### src/rtl/scs_pkg.sv
// Shared constants and types of the conversion sequencer
package scs_pkg;
   localparam int CODE_W = 16;
   // Timing figures in their own units, clock at 125 MHz
   localparam int CLK_MHZ = 125;
   localparam int WARP_KSPS = 570;
   localparam int NORMAL_KSPS = 500;
   localparam int GAP_US = 1000;
   // Cycles per conversion period, rounded down (shortest time)
   localparam int WARP_PERIOD_CYC = (CLK_MHZ * 1000) / WARP_KSPS;
   localparam int NORMAL_PERIOD_CYC = (CLK_MHZ * 1000) / NORMAL_KSPS;
   localparam int GAP_CYC = CLK_MHZ * GAP_US;
   // Switch-opening and grounding steps, one cycle each
   localparam int OPEN_CYC = 1;
   localparam int GROUND_CYC = 1;
   localparam logic [15:0] CODE_RESET = 16'h0000;
   localparam logic [15:0] CODE_MAX_SB = 16'hFFFF;
   localparam logic [15:0] CODE_MIN_SB = 16'h0000;
   localparam logic [15:0] MSB_ONLY = 16'h8000;
   localparam logic [4:0] BIT_LAST = 5'h00;
   localparam logic [4:0] BIT_FIRST = 5'h0F;

   // Speed/power modes
   typedef enum logic [1:0]
   {
      SCS_MODE_NORMAL = 2'b00,
      SCS_MODE_WARP = 2'b01,
      SCS_MODE_IMPULSE = 2'b10
   } scs_mode_t;

   // Sequencer states
   typedef enum logic [2:0]
   {
      SCS_ACQUIRE = 3'b000,
      SCS_OPEN = 3'b001,
      SCS_GROUND = 3'b010,
      SCS_TRIAL = 3'b011,
      SCS_LATCH = 3'b100
   } scs_state_t;
endpackage

### src/rtl/scs_sequencer.sv
// Successive-approximation conversion sequencer, top level
module scs_sequencer
(
   // Clock and reset
   input wire logic clk,
   input wire logic rst,
   // Host controls, asynchronous pins
   input wire logic conversion_start_n,
   input wire logic coding_select,
   input wire logic warp_select,
   input wire logic impulse_select,
   // Analog front end status
   input wire logic comparator_high,
   input wire logic over_range,
   input wire logic under_range,
   // Analog switch controls
   output logic sample_switch_closed,
   output logic array_ground_switch,
   output logic dummy_ground_switch,
   output logic array_to_reference_ground,
   output logic [scs_pkg::CODE_W-1:0] dac_trial,
   output logic analog_power_up,
   // Result toward the read-out interface
   output logic busy,
   output logic [scs_pkg::CODE_W-1:0] output_code,
   output logic first_result_stale,
   output scs_pkg::scs_mode_t active_mode
);
   import scs_pkg::*;

   scs_state_t state;
   scs_state_t next_state;
   logic start_level;
   logic start_prev;
   logic [4:0] bit_idx;
   logic [15:0] trial;
   logic [15:0] next_trial;
   logic range_over;
   logic range_under;
   logic [20:0] gap_count;
   logic warp_stale;
   logic coding_level;
   logic warp_level;
   logic impulse_level;

   // Only the start pin is edge-sensitive; it is filtered like the level straps
   scs_sync u_start_sync
   (
      .clk(clk),
      .rst(rst),
      .async_in(conversion_start_n),
      .reset_level(1'b1),
      .level(start_level)
   );

   // Level straps filtered too; reset levels match their idle settings
   scs_sync u_coding_sync
   (
      .clk(clk),
      .rst(rst),
      .async_in(coding_select),
      .reset_level(1'b1),
      .level(coding_level)
   );

   scs_sync u_warp_sync
   (
      .clk(clk),
      .rst(rst),
      .async_in(warp_select),
      .reset_level(1'b0),
      .level(warp_level)
   );

   scs_sync u_impulse_sync
   (
      .clk(clk),
      .rst(rst),
      .async_in(impulse_select),
      .reset_level(1'b0),
      .level(impulse_level)
   );

   // Falling start edge while idle launches a conversion
   wire start_fall = start_prev & ~start_level;
   wire in_acquire = (state == SCS_ACQUIRE);
   wire launch = in_acquire & start_fall;
   wire last_bit = (bit_idx == BIT_LAST);
   // Mode straps read between conversions; a mid-conversion change waits
   wire sel_impulse = impulse_level & ~warp_level;
   wire sel_warp = warp_level;

   // Trial bit decision: keep when comparator says input above trial
   wire [15:0] bit_mask = 16'h0001 << bit_idx;
   wire [15:0] next_bit_mask = bit_mask >> 1;
   always_comb
   begin
      next_trial = trial;
      if (!comparator_high)
         next_trial = trial & ~bit_mask;
      if (!last_bit)
         next_trial = next_trial | next_bit_mask;
   end

   // Clamp and format the resolved code
   wire [15:0] sb_code = range_over ? CODE_MAX_SB :
                         range_under ? CODE_MIN_SB : next_trial;
   wire [15:0] fmt_code = coding_level ? sb_code : (sb_code ^ MSB_ONLY);

   // State sequence: open, ground, sixteen trials, latch
   always_comb
   begin
      case (state)
         SCS_ACQUIRE: next_state = launch ? SCS_OPEN : SCS_ACQUIRE;
         SCS_OPEN: next_state = SCS_GROUND;
         SCS_GROUND: next_state = SCS_TRIAL;
         SCS_TRIAL: next_state = last_bit ? SCS_LATCH : SCS_TRIAL;
         SCS_LATCH: next_state = SCS_ACQUIRE;
         default: next_state = SCS_ACQUIRE;
      endcase
   end

   // Switch drive decoded from state; opening precedes grounding
   assign sample_switch_closed = in_acquire;
   assign array_ground_switch = in_acquire;
   assign dummy_ground_switch = in_acquire;
   assign array_to_reference_ground = (state == SCS_GROUND) | (state == SCS_TRIAL);
   assign dac_trial = trial;
   // Impulse mode powers the analog core only while converting
   assign analog_power_up = (active_mode != SCS_MODE_IMPULSE) | ~in_acquire;
   assign first_result_stale = warp_stale & (active_mode == SCS_MODE_WARP);

   // Control state
   always_ff @(posedge clk)
   begin
      if (rst)
      begin
         state <= SCS_ACQUIRE;
         start_prev <= 1'b1;
      end
      else
      begin
         state <= next_state;
         start_prev <= start_level;
      end
   end

   // Search register; one trial per clock, MSB first
   always_ff @(posedge clk)
   begin
      if (rst)
      begin
         trial <= CODE_RESET;
         bit_idx <= BIT_FIRST;
      end
      else if (state == SCS_GROUND)
      begin
         trial <= MSB_ONLY;
         bit_idx <= BIT_FIRST;
      end
      else if (state == SCS_TRIAL)
      begin
         trial <= next_trial;
         bit_idx <= bit_idx - 5'h01;
      end
   end

   // Range flags sampled once, in the ground step of this sample only
   always_ff @(posedge clk)
   begin
      if (rst)
      begin
         range_over <= 1'b0;
         range_under <= 1'b0;
      end
      else if (state == SCS_GROUND)
      begin
         range_over <= over_range;
         range_under <= under_range;
      end
   end

   // Result and busy; code updates in the cycle busy falls
   always_ff @(posedge clk)
   begin
      if (rst)
      begin
         output_code <= CODE_RESET;
         busy <= 1'b0;
      end
      else
      begin
         if (launch)
            busy <= 1'b1;
         else if (state == SCS_TRIAL && last_bit)
            busy <= 1'b0;
         if (state == SCS_TRIAL && last_bit)
            output_code <= fmt_code;
      end
   end

   // Mode captured only between conversions
   always_ff @(posedge clk)
   begin
      if (rst)
         active_mode <= SCS_MODE_NORMAL;
      else if (in_acquire && !launch)
         active_mode <= sel_impulse ? SCS_MODE_IMPULSE :
                        sel_warp ? SCS_MODE_WARP : SCS_MODE_NORMAL;
   end

   // Warp idle-gap watch so the host can drop a stale result
   always_ff @(posedge clk)
   begin
      if (rst)
      begin
         // Power-up counts as a long gap, so the first result is flagged
         gap_count <= 21'(GAP_CYC);
         warp_stale <= 1'b1;
      end
      else if (launch)
      begin
         gap_count <= '0;
         warp_stale <= (gap_count >= 21'(GAP_CYC));
      end
      else if (gap_count < 21'(GAP_CYC))
         gap_count <= gap_count + 21'h0_0001;
   end
endmodule // scs_sequencer

### src/rtl/scs_sync.sv
// Three-stage input synchroniser with agreement filter
module scs_sync
(
   // Clock and reset
   input wire logic clk,
   input wire logic rst,
   // Asynchronous level in, filtered level out
   input wire logic async_in,
   input wire logic reset_level,
   output logic level
);
   logic s1;
   logic s2;
   logic s3;
   wire agree = (s2 == s3);

   // Stage chain; first stage feeds only the second
   always_ff @(posedge clk)
   begin
      if (rst)
      begin
         s1 <= reset_level;
         s2 <= reset_level;
         s3 <= reset_level;
      end
      else
      begin
         s1 <= async_in;
         s2 <= s1;
         s3 <= s2;
      end
   end

   // Output follows only when two late stages agree
   always_ff @(posedge clk)
   begin
      if (rst)
         level <= reset_level;
      else if (agree)
         level <= s3;
   end
endmodule // scs_sync

### config.mk
export PLATFORM = sky130hd
export DESIGN_NAME = scs_sequencer
export DESIGN_NICKNAME = d
export VERILOG_FILES = /design/src/rtl/scs_pkg.sv /design/src/rtl/scs_sequencer.sv /design/src/rtl/scs_sync.sv
export SDC_FILE = /design/constraint.sdc
export NUM_CORES = 1
export LEC_CHECK = 0
export ABC_AREA = 1
export BUFFER_PORTS_ARGS = -buffer_cell sky130_fd_sc_hd__buf_2
export CAP_MARGIN = 5
export CORE_MARGIN = 5
export CORE_UTILIZATION = 55
export CTS_CLUSTER_SIZE = 14
export DETAILED_ROUTE_END_ITERATION = 6
export PLACE_DENSITY = 0.76
export SLEW_MARGIN = 25
export SYNTH_ARGS = -nofsm -noshare
export SYNTH_HDL_FRONTEND = slang
export SYNTH_SLANG_ARGS = --single-unit
### constraint.sdc
create_clock -name clk -period 3.1 [get_ports clk]
set_input_delay 0.62 -clock clk [delete_from_list [all_inputs] [get_ports clk]]
set_output_delay 0.62 -clock clk [all_outputs]
set_load 0.1 [all_outputs]
==> qor.txt <==
ys async rst share = 0%
Top delay family on crit path = buffers and inverters
Yosys top cell area share = 41.5%
max frequency = 457 MHz
routed vias = 3,721
Worst Tran Pin Value = 0.694 ns
Crit. End Element = output pin
Worst-path clk slew = 0.08 ns
Fillers = 674
drc violations = 0
commonest non-fill, non-tap cells in the layout = nand2_1 (125), dfxtp_1 (84), nor2_1 (79)
latest clock arrival within the worst-skew pair = 0.36 ns
Rows = 31
final setup vio count = 0
DR pass1 iterations = 5
Synth area leader = dfxtp_1
Syn Std Cell Area = 4050 um2
CTS root buffer = clkbuf_8
number of antenna violations at the first check in global routing = 0
CTS tree = yes
Seq cells post-synth = 84
total CTS buffers = 9
worst stage delay on the critical path = 0.49 ns
Crit Path Class = flip-flop to output pin
Iteration-0 DRC Markers = 257
Via density = 5.18
total track usage = 20.7%
Die ar. = 9190 um2
Post-Place Worst Slack = 0.892 ns
Hold Path Cell Cnt = 1
Ports = 50
HPWL after detailed placement = 6360 um
design area = 4560 um2
Leak = 2.25 nW
Synth-to-Final Area Change = 12.5%
setup bufs post-CTS = 0
Horiz. Die Dim = 95.9 um
# hold bufs at CTS = 0
Ant. Diodes = 0
Placer Congestion = 0.934
final setup TNS = 0 ns
clock buffer depth = 2
Hold Path Origin = u_coding_sync.s1$_SDFF_PP1_
crit path DAT = 1.57 ns
Relative slew margins = 53.6%
CP Buf/Inv Count = 2
Mapped Nets = 591
status = completed
Worst Skew = 0.0156 ns
largest net degree at the start of global routing = 22
Final Cycle Share = 70.6%
largest cells by area after synthesis = dfxtp_1 (41%), nand2_1 (12%), nor2_1 (7.3%)
Cell Chain, Critical Path = inv_2, nor2_8, buf_2
area of placed instances = 4310 um2
r2r startpoint = state[1]$_SDFF_PP0_
Max stage delay cell, worst path = buf_2
Num Clock Sinks = 84
CP Max Fanout = 19
Yosys cell types = 36
Mapped Cells = 575
layout cells sized above 1 = 16.3%
peak supply drop = 0.414 mV
WP data required = 2.48 ns
first-pass GRT wire length = 15,100 um
ys flop type = dfxtp_1
cells on worst reg2reg path = 7
leading cell type in the layout, fill and taps excluded = nand2_1
Core Region = 7210 um2
H-tree levels = 3
average wire per standard cell = 12.7 um
WHS Endpoint = u_coding_sync.s2$_SDFF_PP1_
Syn. warnings = 0
sequential area share after synthesis = 41.5%
WL final = 9120 um
grt ovf = 0
post-CTS sizing = 0
Post-Syn Area per Cell = 7.05 um2
CP Launch Type = flip-flop
final hold violations = 0
R2R Path End = output_code[12]$_SDFFE_PP0P_
FF+latch area = 1680 um2
Max Transition Viols Final = 0
starting density of the core = 56.2%
MaxCap Viol Count = 0
Tmin final = 2.19 ns
Port Buffers = 49
number of synthesized flops with an enable pin = 0
setup slack after layout = 0.910 ns
R2R setup slack = 1.05 ns
fin nets = 631
post-route ant nets = 0
unrepaired setup endpoints after global routing = false
Multi-input gate area = 1980 um2
pwr dens = 578 nW/um2
vias in the first global route = 3,327
type of the tightest min-delay check = flip-flop to flip-flop
die height = 95.9 um
worst max-delay path by stage:
stage,startpoint,to,depth (start not counted)
finish,state[1]$_SDFF_PP0_,array_to_reference_ground,3
floorplan,state[2]$_SDFF_PP0_,analog_power_up,2
CTS,state[2]$_SDFF_PP0_,sample_switch_closed,2
detailed placement,rst,dac_trial[0]$_SDFFE_PP0N_,6
global placement,rst,dac_trial[0]$_SDFFE_PP0N_,6
global route,state[1]$_SDFF_PP0_,array_to_reference_ground,3
state kept, by name, summed over array words and instances, names as in the netlist, 2 cells and up:
register and flops:
dac_trial 16, bit_idx 5, output_code 16, active_mode 2
gap_count 21, state 3
synth_stat cells (3+ instances only):
cell	count
a21oi_1	35
a21oi_2	3
buf_2	6
buf_4	4
clkbuf_1	8
dfxtp_1	84
ha_1	7
inv_1	61
inv_2	9
nand2_1	125
nand3_1	43
nand3b_1	3
nand4_1	10
nor2_1	79
nor2_2	3
nor2_4	4
o21ai_0	35
o21ai_1	21
or2_2	6
xor2_1	9
per-layer routing:
metal  GRT usage [%]  vias up  wire (um)
met3            4.93       17        547
met2            31.4      115       4050
met4            6.87        0        156
met1            29.0     1678       4360
met5               0        -          0
li1                -     1911          -
worst reg2reg max path: cells and delay by family, from the launching register on:
family / cells / cell delay [ns]
flops: 1 / 0.39
compound gates: 1 / 0.13
buf+inv: 2 / 0.18
simple gates: 4 / 1.24
per-stage QoR:
| step | power, mW | hold slack (ns) | std cells | util, % |
|---|---|---|---|---|
| 2_1_floorplan | 1.61 | 0.388 | 575 | - |
| 3_3_place_gp | 1.66 | 0.392 | 703 | 59.7 |
| 3_5_place_dp | 1.67 | 0.396 | 703 | 59.7 |
| 4_1_cts | 2.65 | 0.420 | 719 | 63.2 |
| 5_1_grt | 2.77 | 0.425 | 719 | 63.2 |
| 6_report | 2.64 | 0.417 | 719 | 63.2 |
kinds of logic after synthesis:
| logic type | after synthesis | share of synthesized area, % |
|---|---|---|
| AND/OR/NAND/NOR | 282 | 31.7 |
| AO/OA/AOI/OAI | 100 | 13.0 |
| buffers and inverters | 93 | 9.66 |
| flip-flops | 84 | 41.5 |
| XOR/XNOR | 9 | 1.94 |
| adder cells (fa/ha/maj) | 7 | 2.16 |
power by group:
part / internal, mW / switching, mW / leakage (nW)
Sequential: 1.13 / 0.0649 / 0.681
Combinational: 0.157 / 0.305 / 1.44
Clock: 0.549 / 0.431 / 0.127
Total: 1.83 / 0.801 / 2.25
layout make-up:
class	instances	area share [%]
Inverter	72	5.95
Tap cell	99	2.72
Timing Repair Buffer	50	5.54
Multi-Input combinational cell	398	43.4
Clock buffer	9	2.72
Clock inverter	7	2.80
Sequential cell	84	36.9
No activity file was read; power rests on OpenSTA's default activity.
